## config.mk

```make
export PLATFORM = sky130hd
export DESIGN_NAME = target_receive_status_reporter
export DESIGN_NICKNAME = d
export VERILOG_FILES = /design/src/common/target_status_pkg.sv /design/src/rtl/cmd_classifier.sv /design/src/rtl/report_queue.sv /design/src/rtl/target_receive_status_reporter.sv
export VERILOG_INCLUDE_DIRS = /design/src /design/src/common
export SDC_FILE = /design/constraint.sdc
export NUM_CORES = 1
export LEC_CHECK = 0
export ABC_AREA = 1
export BUFFER_PORTS_ARGS = -buffer_cell sky130_fd_sc_hd__buf_2
export CAP_MARGIN = 20
export CORE_MARGIN = 1
export CORE_UTILIZATION = 47
export DETAILED_ROUTE_END_ITERATION = 10
export PLACE_DENSITY = 0.66
export RECOVER_POWER = 25
export SLEW_MARGIN = 0
export SYNTH_ARGS = -nofsm -noshare
export SYNTH_HDL_FRONTEND = slang
export SYNTH_HIERARCHICAL = 1
export SYNTH_SLANG_ARGS = --single-unit
```

## constraint.sdc

```tcl
create_clock -name sys_clk -period 2.75 [get_ports sys_clk]
set_input_delay 0.55 -clock sys_clk [delete_from_list [all_inputs] [get_ports sys_clk]]
set_output_delay 0.55 -clock sys_clk [all_outputs]
set_load 0.01 [all_outputs]
```

## src/common/target_status_regs.svh

```systemverilog
`ifndef TARGET_STATUS_REGS_SVH
`define TARGET_STATUS_REGS_SVH

// ----------------------------------------
// Interrupt codes
// ----------------------------------------
`define CODE_BUS_RESET 8'h01
`define CODE_HS_TIMEOUT 8'h2c
`define CODE_SCSI_PARITY 8'h24
`define CODE_DONE 8'h60
`define CODE_DONE_ATN 8'h61
`define CODE_DONE_ATN_MSG 8'h62
`define CODE_CMD_DEFERRED 8'h64
`define CODE_CMD_REJECT 8'h65
`define CODE_REG_PARITY 8'h66

// ----------------------------------------
// Step values
// ----------------------------------------
`define STEP_BEFORE 8'h00
`define STEP_DURING 8'h01
`define STEP_AFTER 8'h02

// ----------------------------------------
// Command codes
// ----------------------------------------
`define CMD_RESELECT 8'h10
`define CMD_RECV_CMD 8'h14
`define CMD_RECV_MSG 8'h15
`define CMD_SEND_MSG 8'h16
`define CMD_DISCONNECT 8'h18
`define CMD_INIT_NIBBLE 4'h2

// ----------------------------------------
// Reset values and timing
// ----------------------------------------
`define RESET_BYTE 8'h00
`define CLK_PERIOD_NS 10
`define TIMEOUT_TICK_NS 1000

`endif

```

## src/common/target_status_pkg.sv

```systemverilog
package target_status_pkg;

  // Outcome of decoding a host command
  typedef enum logic [3:0] {
    CLS_RECV_CMD = 4'b0001,
    CLS_RECV_MSG = 4'b0010,
    CLS_FORWARD  = 4'b0100,
    CLS_REJECT   = 4'b1000
  } cmd_class_type;

  // Receive sequencer states
  typedef enum logic [4:0] {
    ST_IDLE    = 5'b00001,
    ST_START   = 5'b00010,
    ST_XFER    = 5'b00100,
    ST_DONE    = 5'b01000,
    ST_AUTOMSG = 5'b10000
  } rx_state_type;

endpackage

```

## src/rtl/cmd_classifier.sv

```systemverilog
`include "target_status_regs.svh"

module cmd_classifier
  import target_status_pkg::*;
(
  input wire logic [7:0] cmdCode,
  input wire logic isTarget,
  input wire logic nexusValid,
  output cmd_class_type cmdClass
);

  // Undefined and initiator codes first, then nexus legality
  always_comb begin
    cmdClass = CLS_REJECT;
    if (cmdCode[7:4] == `CMD_INIT_NIBBLE) begin
      cmdClass = isTarget ? CLS_REJECT : CLS_FORWARD;
    end else begin
      case (cmdCode)
        `CMD_RECV_CMD: cmdClass = nexusValid ? CLS_RECV_CMD : CLS_REJECT;
        `CMD_RECV_MSG: cmdClass = nexusValid ? CLS_RECV_MSG : CLS_REJECT;
        `CMD_SEND_MSG: cmdClass = nexusValid ? CLS_FORWARD : CLS_REJECT;
        `CMD_DISCONNECT: cmdClass = nexusValid ? CLS_FORWARD : CLS_REJECT;
        `CMD_RESELECT: cmdClass = nexusValid ? CLS_REJECT : CLS_FORWARD;
        default: cmdClass = CLS_REJECT;
      endcase
    end
  end

endmodule

```

## src/rtl/report_queue.sv

```systemverilog
module report_queue
  import target_status_pkg::*;
#(
  parameter int WIDTH = 16,
  parameter int DEPTH = 4
) (
  input wire logic clk,
  input wire logic rstnInt,
  input wire logic push,
  input wire logic [WIDTH-1:0] pushData,
  input wire logic pop,
  output logic [WIDTH-1:0] headData,
  output logic notEmpty,
  output logic full
);

  localparam int AW = $clog2(DEPTH);

  initial begin
    if (DEPTH < 4 || (DEPTH & (DEPTH - 1)) != 0) begin
      $error("report_queue: DEPTH must be a power of two, at least 4");
    end
  end

  logic [WIDTH-1:0] mem [DEPTH];
  logic [AW-1:0] wrPtr_q;
  logic [AW-1:0] rdPtr_q;
  logic [AW:0] count_q;

  assign notEmpty = (count_q != '0);
  assign full = (count_q == (AW+1)'(DEPTH));
  assign headData = mem[rdPtr_q];

  // Storage; a push into a full queue is dropped
  always_ff @(posedge clk) begin
    if (push && !full) begin
      mem[wrPtr_q] <= pushData;
    end
  end

  // Pointers and fill level
  always_ff @(posedge clk or negedge rstnInt) begin
    if (!rstnInt) begin
      wrPtr_q <= '0;
      rdPtr_q <= '0;
      count_q <= '0;
    end else begin
      if (push && !full) begin
        wrPtr_q <= wrPtr_q + 1'b1;
      end
      if (pop && notEmpty) begin
        rdPtr_q <= rdPtr_q + 1'b1;
      end
      count_q <= count_q + (AW+1)'(push && !full) - (AW+1)'(pop && notEmpty);
    end
  end

endmodule

```

## src/rtl/target_receive_status_reporter.sv

```systemverilog
// Contract
// Bus reset gives code 01h, step 00h before, 01h during, 02h after transfer.
// Handshake timeout ends the receive at once with 2Ch step 01h.
// SCSI input parity error ends the receive at once with 24h step 01h.
// Normal completion without attention reports 60h step 02h.
// Command receive done, attention, auto message off: report 61h step 02h.
// Command receive done, attention, auto message on: take one byte, 62h step 02h.
// Message receive done with attention reports 61h step 02h in either mode.
// Receive started with zero byte count: no transfer, report 65h step 01h.
// Command during execution: earlier result first, then 64h step 00h.
// Command while ready-state cause pending: that cause first, then 64h step 00h.
// Undefined or initiator command while target is rejected with 65h step 00h.
// Transfer without nexus, or reselection with nexus, rejected 65h step 00h.
// Host register parity error reports 66h step 00h, command not run.
// Each report raises the interrupt and holds until acknowledged; later ones queue.
`include "target_status_regs.svh"

module target_receive_status_reporter
  import target_status_pkg::*;
#(
  parameter int QUEUE_DEPTH = 4
) (
  input wire logic sys_clk,
  input wire logic rstn,
  input wire logic cmdValid,
  input wire logic [7:0] cmdCode,
  input wire logic cmdParityErr,
  input wire logic isTarget,
  input wire logic nexusValid,
  input wire logic [7:0] transferByteCount,
  input wire logic autoMsgMode,
  input wire logic [7:0] timeoutLimit,
  input wire logic busReset,
  input wire logic atnAsserted,
  input wire logic byteStrobe,
  input wire logic byteParityErr,
  input wire logic readyCause,
  input wire logic [7:0] readyCauseCode,
  input wire logic [7:0] readyCauseStep,
  input wire logic intAck,
  output logic intReq,
  output logic [7:0] intCode,
  output logic [7:0] intStep,
  output logic rxActive,
  output logic forwardValid,
  output logic [7:0] forwardCode
);

  localparam int TICK_CYCLES = (`TIMEOUT_TICK_NS + `CLK_PERIOD_NS - 1) / `CLK_PERIOD_NS;

  initial begin
    if (QUEUE_DEPTH < 4) begin
      $error("target_receive_status_reporter: QUEUE_DEPTH below 4");
    end
  end

  // ----------------------------------------
  // Reset release
  // ----------------------------------------
  logic [1:0] rstSync_q;
  logic rstnInt;

  // Asynchronous assert, release after two edges
  always_ff @(posedge sys_clk or negedge rstn) begin
    if (!rstn) begin
      rstSync_q <= 2'b00;
    end else begin
      rstSync_q <= {rstSync_q[0], 1'b1};
    end
  end
  assign rstnInt = rstSync_q[1];

  // ----------------------------------------
  // Declarations
  // ----------------------------------------
  rx_state_type state_q;
  cmd_class_type cmdClass;
  logic isCmd_q;
  logic [7:0] cnt_q;
  logic [6:0] tickCnt_q;
  logic tick;
  logic [7:0] toCnt_q;
  logic timeoutHit;
  logic resPush;
  logic [7:0] resCode;
  logic [7:0] resStep;
  logic pending;
  logic cmdDefer;
  logic defer64_q;
  logic push64;
  logic readyHold_q;
  logic [15:0] readyHoldData_q;
  logic readyPushNow;
  logic pushValid;
  logic [15:0] pushData;
  logic [15:0] headData;
  logic qNotEmpty;
  logic intReq_q;
  logic [7:0] intCode_q;
  logic [7:0] intStep_q;
  logic rxActive_q;
  logic forwardValid_q;
  logic [7:0] forwardCode_q;

  cmd_classifier u_classifier (
    .cmdCode(cmdCode),
    .isTarget(isTarget),
    .nexusValid(nexusValid),
    .cmdClass(cmdClass)
  );

  // ----------------------------------------
  // Handshake timeout
  // ----------------------------------------
  // Microsecond tick keeps the timeout counter only eight bits wide
  always_ff @(posedge sys_clk or negedge rstnInt) begin
    if (!rstnInt) begin
      tickCnt_q <= '0;
    end else if (tickCnt_q == 7'(TICK_CYCLES - 1)) begin
      tickCnt_q <= '0;
    end else begin
      tickCnt_q <= tickCnt_q + 7'h01;
    end
  end
  assign tick = (tickCnt_q == 7'(TICK_CYCLES - 1));

  // Restarts on every byte; a zero limit disables the check
  always_ff @(posedge sys_clk or negedge rstnInt) begin
    if (!rstnInt) begin
      toCnt_q <= `RESET_BYTE;
    end else if (!(state_q == ST_XFER || state_q == ST_AUTOMSG) || byteStrobe) begin
      toCnt_q <= `RESET_BYTE;
    end else if (tick && !timeoutHit) begin
      toCnt_q <= toCnt_q + 8'h01;
    end
  end
  assign timeoutHit = (timeoutLimit != 8'h00) && (toCnt_q == timeoutLimit);

  // ----------------------------------------
  // Result of the running command
  // ----------------------------------------
  // A new command is not run, only reported as deferred, while anything is running or unreported
  assign pending = intReq_q || qNotEmpty || readyHold_q || readyCause;
  assign cmdDefer = cmdValid && (state_q != ST_IDLE || pending);

  // Bus reset outranks timeout, which outranks parity
  always_comb begin
    resPush = 1'b0;
    resCode = `RESET_BYTE;
    resStep = `RESET_BYTE;
    case (state_q)
      ST_IDLE: begin
        if (cmdValid && !cmdDefer && cmdParityErr) begin
          resPush = 1'b1;
          resCode = `CODE_REG_PARITY;
          resStep = `STEP_BEFORE;
        end else if (cmdValid && !cmdDefer && cmdClass == CLS_REJECT) begin
          resPush = 1'b1;
          resCode = `CODE_CMD_REJECT;
          resStep = `STEP_BEFORE;
        end
      end
      ST_START: begin
        if (busReset) begin
          resPush = 1'b1;
          resCode = `CODE_BUS_RESET;
          resStep = `STEP_BEFORE;
        end else if (transferByteCount == 8'h00) begin
          resPush = 1'b1;
          resCode = `CODE_CMD_REJECT;
          resStep = `STEP_DURING;
        end
      end
      ST_XFER, ST_AUTOMSG: begin
        if (busReset) begin
          resPush = 1'b1;
          resCode = `CODE_BUS_RESET;
          resStep = (state_q == ST_XFER) ? `STEP_DURING : `STEP_AFTER;
        end else if (timeoutHit) begin
          resPush = 1'b1;
          resCode = `CODE_HS_TIMEOUT;
          resStep = `STEP_DURING;
        end else if (byteStrobe && byteParityErr) begin
          resPush = 1'b1;
          resCode = `CODE_SCSI_PARITY;
          resStep = `STEP_DURING;
        end else if (byteStrobe && state_q == ST_AUTOMSG) begin
          resPush = 1'b1;
          resCode = `CODE_DONE_ATN_MSG;
          resStep = `STEP_AFTER;
        end
      end
      ST_DONE: begin
        if (busReset) begin
          resPush = 1'b1;
          resCode = `CODE_BUS_RESET;
          resStep = `STEP_AFTER;
        end else if (!atnAsserted) begin
          resPush = 1'b1;
          resCode = `CODE_DONE;
          resStep = `STEP_AFTER;
        end else if (!(isCmd_q && autoMsgMode)) begin
          resPush = 1'b1;
          resCode = `CODE_DONE_ATN;
          resStep = `STEP_AFTER;
        end
      end
      default: begin
        resPush = 1'b0;
      end
    endcase
  end

  // ----------------------------------------
  // Receive sequencer
  // ----------------------------------------
  always_ff @(posedge sys_clk or negedge rstnInt) begin
    if (!rstnInt) begin
      state_q <= ST_IDLE;
      isCmd_q <= 1'b0;
      cnt_q <= `RESET_BYTE;
    end else begin
      case (state_q)
        ST_IDLE: begin
          if (cmdValid && !cmdDefer && !cmdParityErr &&
              (cmdClass == CLS_RECV_CMD || cmdClass == CLS_RECV_MSG)) begin
            state_q <= ST_START;
            isCmd_q <= (cmdClass == CLS_RECV_CMD);
          end
        end
        ST_START: begin
          cnt_q <= transferByteCount;
          state_q <= resPush ? ST_IDLE : ST_XFER;
        end
        ST_XFER: begin
          if (resPush) begin
            state_q <= ST_IDLE;
          end else if (byteStrobe) begin
            cnt_q <= cnt_q - 8'h01;
            if (cnt_q == 8'h01) begin
              state_q <= ST_DONE;
            end
          end
        end
        ST_DONE: begin
          state_q <= resPush ? ST_IDLE : ST_AUTOMSG;
        end
        ST_AUTOMSG: begin
          if (resPush) begin
            state_q <= ST_IDLE;
          end
        end
        default: begin
          state_q <= ST_IDLE;
        end
      endcase
    end
  end

  // Status outputs for the transfer engine and other sequencers
  always_ff @(posedge sys_clk or negedge rstnInt) begin
    if (!rstnInt) begin
      rxActive_q <= 1'b0;
      forwardValid_q <= 1'b0;
      forwardCode_q <= `RESET_BYTE;
    end else begin
      // Drops on the same edge that ends the receive, so the far side stops at once
      rxActive_q <= (state_q != ST_IDLE) && !resPush;
      forwardValid_q <= (state_q == ST_IDLE) && cmdValid && !cmdDefer && !cmdParityErr &&
                        (cmdClass == CLS_FORWARD);
      if (cmdValid && !cmdDefer) begin
        forwardCode_q <= cmdCode;
      end
    end
  end

  // ----------------------------------------
  // Deferred command and ready-state causes
  // ----------------------------------------
  // Only leaves once the earlier result is already queued ahead of it
  assign push64 = defer64_q && !resPush && !readyPushNow && state_q == ST_IDLE;

  // Set wins over the clear so a deferral in the cycle of the push is not lost
  always_ff @(posedge sys_clk or negedge rstnInt) begin
    if (!rstnInt) begin
      defer64_q <= 1'b0;
    end else if (cmdDefer) begin
      defer64_q <= 1'b1;
    end else if (push64) begin
      defer64_q <= 1'b0;
    end
  end

  // One-entry hold; a second cause during a busy cycle overwrites it
  assign readyPushNow = (readyHold_q || readyCause) && !resPush;
  always_ff @(posedge sys_clk or negedge rstnInt) begin
    if (!rstnInt) begin
      readyHold_q <= 1'b0;
      readyHoldData_q <= 16'h0000;
    end else if (readyCause && (resPush || readyHold_q)) begin
      readyHold_q <= 1'b1;
      readyHoldData_q <= {readyCauseCode, readyCauseStep};
    end else if (readyPushNow) begin
      readyHold_q <= 1'b0;
    end
  end

  // ----------------------------------------
  // Report queue and interrupt
  // ----------------------------------------
  assign pushValid = resPush || readyPushNow || push64;
  assign pushData = resPush ? {resCode, resStep} :
                    readyPushNow ? (readyHold_q ? readyHoldData_q : {readyCauseCode, readyCauseStep}) :
                    {`CODE_CMD_DEFERRED, `STEP_BEFORE};

  report_queue #(
    .WIDTH(16),
    .DEPTH(QUEUE_DEPTH)
  ) u_queue (
    .clk(sys_clk),
    .rstnInt(rstnInt),
    .push(pushValid),
    .pushData(pushData),
    .pop(!intReq_q && qNotEmpty),
    .headData(headData),
    .notEmpty(qNotEmpty),
    .full()
  );

  // Pair stays put until acknowledged, then the next one is posted
  always_ff @(posedge sys_clk or negedge rstnInt) begin
    if (!rstnInt) begin
      intReq_q <= 1'b0;
      intCode_q <= `RESET_BYTE;
      intStep_q <= `RESET_BYTE;
    end else if (!intReq_q && qNotEmpty) begin
      intReq_q <= 1'b1;
      intCode_q <= headData[15:8];
      intStep_q <= headData[7:0];
    end else if (intReq_q && intAck) begin
      intReq_q <= 1'b0;
    end
  end

  assign intReq = intReq_q;
  assign intCode = intCode_q;
  assign intStep = intStep_q;
  assign rxActive = rxActive_q;
  assign forwardValid = forwardValid_q;
  assign forwardCode = forwardCode_q;

  // ----------------------------------------
  // Assertions
  // ----------------------------------------
  a_reset_during: assert property (@(posedge sys_clk) disable iff (!rstnInt)
    state_q == ST_XFER && busReset |-> resPush && resCode == 8'h01 && resStep == 8'h01 ##1 state_q == ST_IDLE)
    else $error("bus reset during transfer misreported");
  a_timeout_end: assert property (@(posedge sys_clk) disable iff (!rstnInt)
    state_q == ST_XFER && !busReset && timeoutHit |-> resCode == 8'h2c ##1 state_q == ST_IDLE && !rxActive_q)
    else $error("timeout did not end receive");
  a_parity_end: assert property (@(posedge sys_clk) disable iff (!rstnInt)
    state_q == ST_XFER && !busReset && !timeoutHit && byteStrobe && byteParityErr
    |-> resCode == 8'h24 && resStep == 8'h01 ##1 state_q == ST_IDLE)
    else $error("parity error did not end receive");
  a_normal_done: assert property (@(posedge sys_clk) disable iff (!rstnInt)
    state_q == ST_DONE && !busReset && !atnAsserted |-> resPush && resCode == 8'h60 && resStep == 8'h02)
    else $error("normal completion misreported");
  a_atn_plain: assert property (@(posedge sys_clk) disable iff (!rstnInt)
    state_q == ST_DONE && !busReset && atnAsserted && isCmd_q && !autoMsgMode |-> resCode == 8'h61)
    else $error("attention without auto mode misreported");
  a_atn_auto: assert property (@(posedge sys_clk) disable iff (!rstnInt)
    state_q == ST_DONE && !busReset && atnAsserted && isCmd_q && autoMsgMode |-> !resPush ##1 state_q == ST_AUTOMSG)
    else $error("auto message byte not taken");
  a_msg_atn: assert property (@(posedge sys_clk) disable iff (!rstnInt)
    state_q == ST_DONE && !busReset && atnAsserted && !isCmd_q |-> resCode == 8'h61 && resStep == 8'h02)
    else $error("message receive attention misreported");
  a_zero_count: assert property (@(posedge sys_clk) disable iff (!rstnInt)
    state_q == ST_START && !busReset && transferByteCount == 8'h00
    |-> resCode == 8'h65 && resStep == 8'h01 ##1 state_q == ST_IDLE)
    else $error("zero byte count started a transfer");
  a_double_rx: assert property (@(posedge sys_clk) disable iff (!rstnInt)
    cmdValid && state_q != ST_IDLE |=> defer64_q && state_q != ST_START && !forwardValid_q)
    else $error("double reception not deferred");
  a_reject_cmd: assert property (@(posedge sys_clk) disable iff (!rstnInt)
    state_q == ST_IDLE && cmdValid && !pending && !cmdParityErr && cmdClass == CLS_REJECT
    |-> resCode == 8'h65 && resStep == 8'h00 ##1 state_q == ST_IDLE)
    else $error("illegal command not rejected");
  a_reg_parity: assert property (@(posedge sys_clk) disable iff (!rstnInt)
    state_q == ST_IDLE && cmdValid && !pending && cmdParityErr |-> resCode == 8'h66 ##1 state_q == ST_IDLE)
    else $error("register parity error ignored");
  a_int_hold: assert property (@(posedge sys_clk) disable iff (!rstnInt)
    intReq_q && !intAck |=> intReq_q && $stable(intCode_q) && $stable(intStep_q))
    else $error("posted report changed before acknowledge");

endmodule

```

# == Word level (Yosys, flattened, before mapping) ==
# Memory sizes are Yosys's and may differ from the RTL's. A register that Yosys moved wholly into a read port is not among the register bits.
# Cells that the tools add are included.
# op_classes
add_sub_neg,7
n_eq_ne,26
mux,67
n_reduce_logical,58
# op_table
cell,n
7-bit two-way mux,12
16-bit two-way mux,3
8-bit by 5-bit equality test with 1-bit output (second input constant),5
8-bit two-way mux,4
5-bit two-way mux,6
7-bit case mux with 4 select lines,1
1-bit logical AND,25
5-bit case mux with 5 select lines,1
4-bit two-way mux,6
1-bit two-way mux,21
2-bit two-way mux,8
4-bit case mux with 4 select lines,1
8-bit case mux with 2 select lines,1
1-bit logical OR,11
2-bit nonzero test,5
1-bit logical NOT,9
8-bit by 1-bit adder with 8-bit output (second input constant),1
4-bit by 2-bit equality test with 1-bit output (second input constant),2
8-bit by 1-bit equality test with 1-bit output (second input constant),1
8-bit equality test,1
8-bit logical NOT,1
2-bit != test (second input constant),4
8-bit nonzero test,1
8-bit by 1-bit subtractor with 8-bit output (second input constant),1
25 further kinds,27
# word_totals
reg_bits,67
mem_bits_rw,64
output_inout_bits,27
n_memories,1
# memory_table
memory,depth,word_bits,read_ports,rd_clocked_by_memory_dff,write_ports,line,text
u_queue.mem,4,16,1,1,1,report_queue.sv:25,logic [WIDTH-1:0] mem [DEPTH];

# == Logic depth before layout (Yosys ltp) ==
# depth
ltp_word,21
depth_mapped,24
ltp_nobuf,23

# == By module ==
# Netlist, hierarchy kept.
# modules_own_cells
mod,instances,cells_per_inst,area_each_um2,seq_area_each_um2
target_receive_status_reporter,1,563,4151.5,1903.1
report_queue,1,264,2991.6,2097.0
cmd_classifier,1,40,196.4,0.0

# == Least setup slack after synthesis ==
# No wires, ideal clock.
# synth_path
path_type,in2reg
start,input port readyCause
end,memory u_queue.mem[0][0] (enable)
setup_ns,0.389
t_arrival_ns,2.629
path_slack_ns,-0.268
stages,12
path_buffers,2
cell_sequence,buf_4 > or2_4 > nor3_4 > nand3_2 > inv_2 > o21ai_2 > nand2_2 > buf_6 > nor2_1 > nand2_1 > nand2_2 > nor2_1
# synth_via
elab_chain_cells,18
elab_cells_between_ends,22
classes_between,mux: 5; reduce/logical: 17
# synth_lines
element,line,text
start: declaration,target_receive_status_reporter.sv:37,"input wire logic readyCause,"
1-bit logical OR,target_receive_status_reporter.sv:143,assign pending = intReq_q || qNotEmpty || readyHold_q || readyCause;
1-bit logical OR,target_receive_status_reporter.sv:144,assign cmdDefer = cmdValid && (state_q != ST_IDLE || pending);
1-bit logical AND,target_receive_status_reporter.sv:144,
1-bit logical NOT,"target_receive_status_reporter.sv:153, target_receive_status_reporter.sv:157",
1-bit logical AND,"target_receive_status_reporter.sv:153, target_receive_status_reporter.sv:157",
1-bit logical AND,target_receive_status_reporter.sv:157,end else if (cmdValid && !cmdDefer && cmdClass == CLS_REJECT) begin
1-bit two-way mux,target_receive_status_reporter.sv:157,
1-bit two-way mux,target_receive_status_reporter.sv:153,if (cmdValid && !cmdDefer && cmdParityErr) begin
[... 2 more ...],--,
1-bit logical AND,target_receive_status_reporter.sv:295,assign readyPushNow = (readyHold_q || readyCause) && !resPush;
1-bit logical NOT,target_receive_status_reporter.sv:281,assign push64 = defer64_q && !resPush && !readyPushNow && state_q == ST_IDLE;
1-bit logical AND (2 in a row),target_receive_status_reporter.sv:281,
1-bit logical OR (*),target_receive_status_reporter.sv:311,assign pushValid = resPush || readyPushNow || push64;
via pushValid,target_receive_status_reporter.sv:94,logic pushValid;
1-bit logical AND (*),report_queue.sv:36,if (push && !full) begin
1-bit two-way mux (*),report_queue.sv:36,
1-bit two-way mux (not written as such) (*),report_queue.sv:37,mem[wrPtr_q] <= pushData;
end: declaration,report_queue.sv:25,
# The timed path passes the listed nets; every way through them passes the cells marked *.

# == Worst setup path in the final report ==
# layout_path
start,register state_q[0]
end,register u_queue.count_q[2]
# layout_via
elab_chain_cells,18
elab_cells_between_ends,32
classes_between,add/sub: 2; eq/ne: 6; mux: 7; reduce/logical: 17
# layout_lines
element,line,text
start: declaration,target_receive_status_reporter.sv:76,rx_state_type state_q;
start signal: assignment,target_receive_status_reporter.sv:233,state_q <= resPush ? ST_IDLE : ST_XFER;
start signal: assignment,target_receive_status_reporter.sv:246,state_q <= resPush ? ST_IDLE : ST_AUTOMSG;
5-bit by 1-bit != test with 1-bit output,target_receive_status_reporter.sv:144,
1-bit logical OR,target_receive_status_reporter.sv:144,
1-bit logical AND,target_receive_status_reporter.sv:144,
1-bit logical NOT,"target_receive_status_reporter.sv:153, target_receive_status_reporter.sv:157",
1-bit logical AND,"target_receive_status_reporter.sv:153, target_receive_status_reporter.sv:157",
1-bit logical AND,target_receive_status_reporter.sv:157,
1-bit two-way mux,target_receive_status_reporter.sv:157,
1-bit two-way mux,target_receive_status_reporter.sv:153,
[... 2 more ...],--,
1-bit logical AND,target_receive_status_reporter.sv:295,
1-bit logical NOT,target_receive_status_reporter.sv:281,
1-bit logical AND (2 in a row),target_receive_status_reporter.sv:281,
1-bit logical OR (*),target_receive_status_reporter.sv:311,
via pushValid,target_receive_status_reporter.sv:94,
1-bit logical AND (*),report_queue.sv:54,count_q <= count_q + (AW+1)'(push && !full) - (AW+1)'(pop && notEmpty);
3-bit by 1-bit adder with 3-bit output (*),report_queue.sv:54,
3-bit by 1-bit subtractor with 3-bit output (*),report_queue.sv:54,
end signal: assignment,report_queue.sv:54,
end: declaration,report_queue.sv:28,logic [AW:0] count_q;
# Marked as above.
# A chain may end at the register's enable or synchronous reset.

==> impl_metrics.csv <==
group,metric,value,unit
timing,slew_viol_final,0,
routing,via_count,5772,
synthesis,synth_nets,930,
pwr,pwr-share-seq,41.1,%
critical_path,cp_num_buf_inv,2,
critical_path,r2r-end,"u_queue/count_q[2]",
run,maxCapViolations,0,
die,fp.dieH,127,um
timing,final_hold_viol_count,0,
pwr,p_sw,2.98,mW
synthesis,postSynthCellCount,866,
critical_path,max_stage_delay,550,ps
finish,finalCoreUtilization,57.8,%
finish,drive_above_1_share,19.7,%
critical_path,start_kind,"flip-flop",
synthesis,yosys_warnings,6,
synthesis,syn_area_per_cell,8.47,um2
clocking,insertion_delay,420,ps
critical_path,slowest_stage,"dfstp_2",
routing,drt-initial-drc-count,413,
die,initial_utilization,48.3,%
place,place.gp.congestion,0.853,
finish,diodes,0,
global_routing,grt.total_usage,20.7,%
critical_path,r2r_start,"state_q[0]",
global_routing,grt_pass1_vias,5384,
routing,drcViolationCount,0,
critical_path,worst_path_most_repeated_cell,"nand2_2",
routing,dr_wl_met3,622,um
finish,nFillCells,1412,
critical_path,crit_family,"simple AND/OR/NAND/NOR gates",
run_status,status,"finished clean",
synthesis,syn_area,0.00734,mm2
routing,dr.pass1.iters,4,
clocking,cts_tree,"built",
die,rows,45,
min_path,hold_path.class,"in2reg",
min_path,hp-start,"intAck",
die,die_x,127,um
clocking,clkTransAtPathRegs,60,ps
critical_path,ff2ff_setup_slack,190,ps
pwr,leakage,4.33,nW
pwr,pwr-share-clk,26.8,%
routing,dr_wl_met2,6.92,mm
global_routing,grt_pass1_wl,26.0,mm
global_routing,grt_max_degree,46,
place,hpwl,10.6,mm
global_routing,antenna_found_initial,0,
pwr,pwr-share-comb,32.1,%
critical_path,path_max_fanout,5,
pwr,power_density,965,mW/mm2
critical_path,reg2regPathDepth,17,
clocking,cts-root-buf,"clkbuf_16",
critical_path,endpoint_kind,"flip-flop",
timing,max_freq,391,MHz
finish,fin_cells,1180,
finish,nets,1043,
clocking,clock_path_buffers,2,
finish,multi_input_comb_area,0.00287,mm2
clocking,cts.sinks,147,
min_path,min_path_cells,2,
routing,highest_layer,"met4",
timing,setup_viol,0,
finish,area_growth,19.8,%
timing,fin_skew,8.12,ps
clocking,htreeDepth,4,
pwr,swShare,35.1,%
critical_path,cp_cell_sequence,"nor2_2, nand4_1, nand2_2, nor2_4, a21oi_1, nand3_1, nand2_2, nand2_2, nor2_4, nand2_2, nand2_4, inv_2, ha_4, inv_2, fa_1, nand3_1, nand2_1",
finish,seq_area,0.00400,mm2
timing,period_needed,2560,ps
routing,drt-vias-per-instance,4.89,
critical_path,worst_ep_required_time,3060,ps
timing,fin_crit_sh,93.0,%
min_path,hold_end,"intReq",
pwr,p_int,5.50,mW
place,dp.cells,1146,
global_routing,grt_overflow,0,
timing,rsz0062_at_grt,"no",
timing,max_slew_margin,0.641,%
place,io_buffer_count,79,
clocking,numCtsBuffers,17,
critical_path,crit_type,"reg2reg",
die,die_area,0.0161,mm2
die,core_region_area,0.0152,mm2
pwr,vdd_drop_max,0.481,mV
critical_path,worstPathArrival,2870,ps
routing,ant_nets,0,
routing,wire_per_inst,12.8,um
routing,finalWirelength,15.1,mm
timing,hold_slack,328,ps
timing,tightest_slew,1490,ps
routing,wl_met1,7.38,mm
die,num_io_pins,80,
-- placed cells by master, fill, tap and decap left out, types with 10 or more instances in the layout --
cell type and count:
inv_1 82, edfxtp_1 64, buf_4 33, clkbuf_16 18, o21ai_0 43, buf_2 78
nand2_1 307, a21oi_1 24, nor2_1 73, nand3_1 60, o21ai_1 10, dfrtp_1 82
nor2_2 12
-- layer usage --
layer	vias up	global-route usage [%]
met5	-	0
met4	0	7.28
met3	16	3.84
met2	116	32.3
met1	2627	28.9
li1	3013	-
-- per-stage QoR --
stage | worst slack, ps | TNS [ps] | total power, mW | instance area [um2]
floorplan | -26.0 | -31.4 | 5.38 | 7400
global placement | 7.72 | 0 | 6.18 | 8180
detailed placement | -45.0 | -62.0 | 6.25 | 8180
CTS | 162 | 0 | 8.56 | 8780
global route | 12.8 | 0 | 9.12 | 8780
finish | 192 | 0 | 8.47 | 8780
-- area by class of cell --
cell class,instances,area share [%]
repair buffers,117,8.19
inverters,95,4.24
clock inverters,12,1.38
multi-input cells,601,32.6
well taps,188,2.68
clock buffers,20,5.33
flip-flops and latches,147,45.5
-- how the worst max path moves through the flow --
stage               cells past startpoint                 end  slack [ps]        from
CTS                                    18  u_queue/count_q[2]         160  state_q[1]
global route                           16  u_queue/count_q[1]          10  state_q[1]
global placement                       20  u_queue/count_q[2]           8  cmdCode[6]
detailed placement                     21  u_queue/count_q[2]         -40  cmdCode[1]
finish                                 17  u_queue/count_q[2]         190  state_q[0]
floorplan                              18  u_queue/count_q[1]         -30  cmdCode[6]
-- registers in the layout (all words and copies together), names as in the netlist, 2 cells and up --
signal,cells
u_queue/mem,64
forwardCode,8
u_queue/count_q,3
intStep,8
toCnt_q,8
intCode,8
tickCnt_q,7
u_queue/rdPtr_q,2
cnt_q,8
readyHoldData_q,16
state_q,5
u_queue/wrPtr_q,2
rstSync_q,2
-- power groups by stage --
| stage | Clock, mW | Combinational (mW) | Sequential (mW) |
|---|---|---|---|
| after detailed placement | 0 | 2.73 | 3.52 |
| after global placement | 0 | 2.68 | 3.50 |
| after CTS | 2.31 | 2.76 | 3.49 |
| final | 2.27 | 2.72 | 3.48 |
| after global routing | 2.41 | 3.15 | 3.57 |
| after floorplan | 0 | 1.85 | 3.53 |
-- what timing repair did --
item | CTS | global route
hold buffers | 1 | 0
endpoints found under the setup margin | 0 | 2
hold endpoints to repair | 2 | 0
resized for setup | 0 | 4
buffers inserted | 0 | 1
No activity file was read; power rests on OpenSTA's default activity.
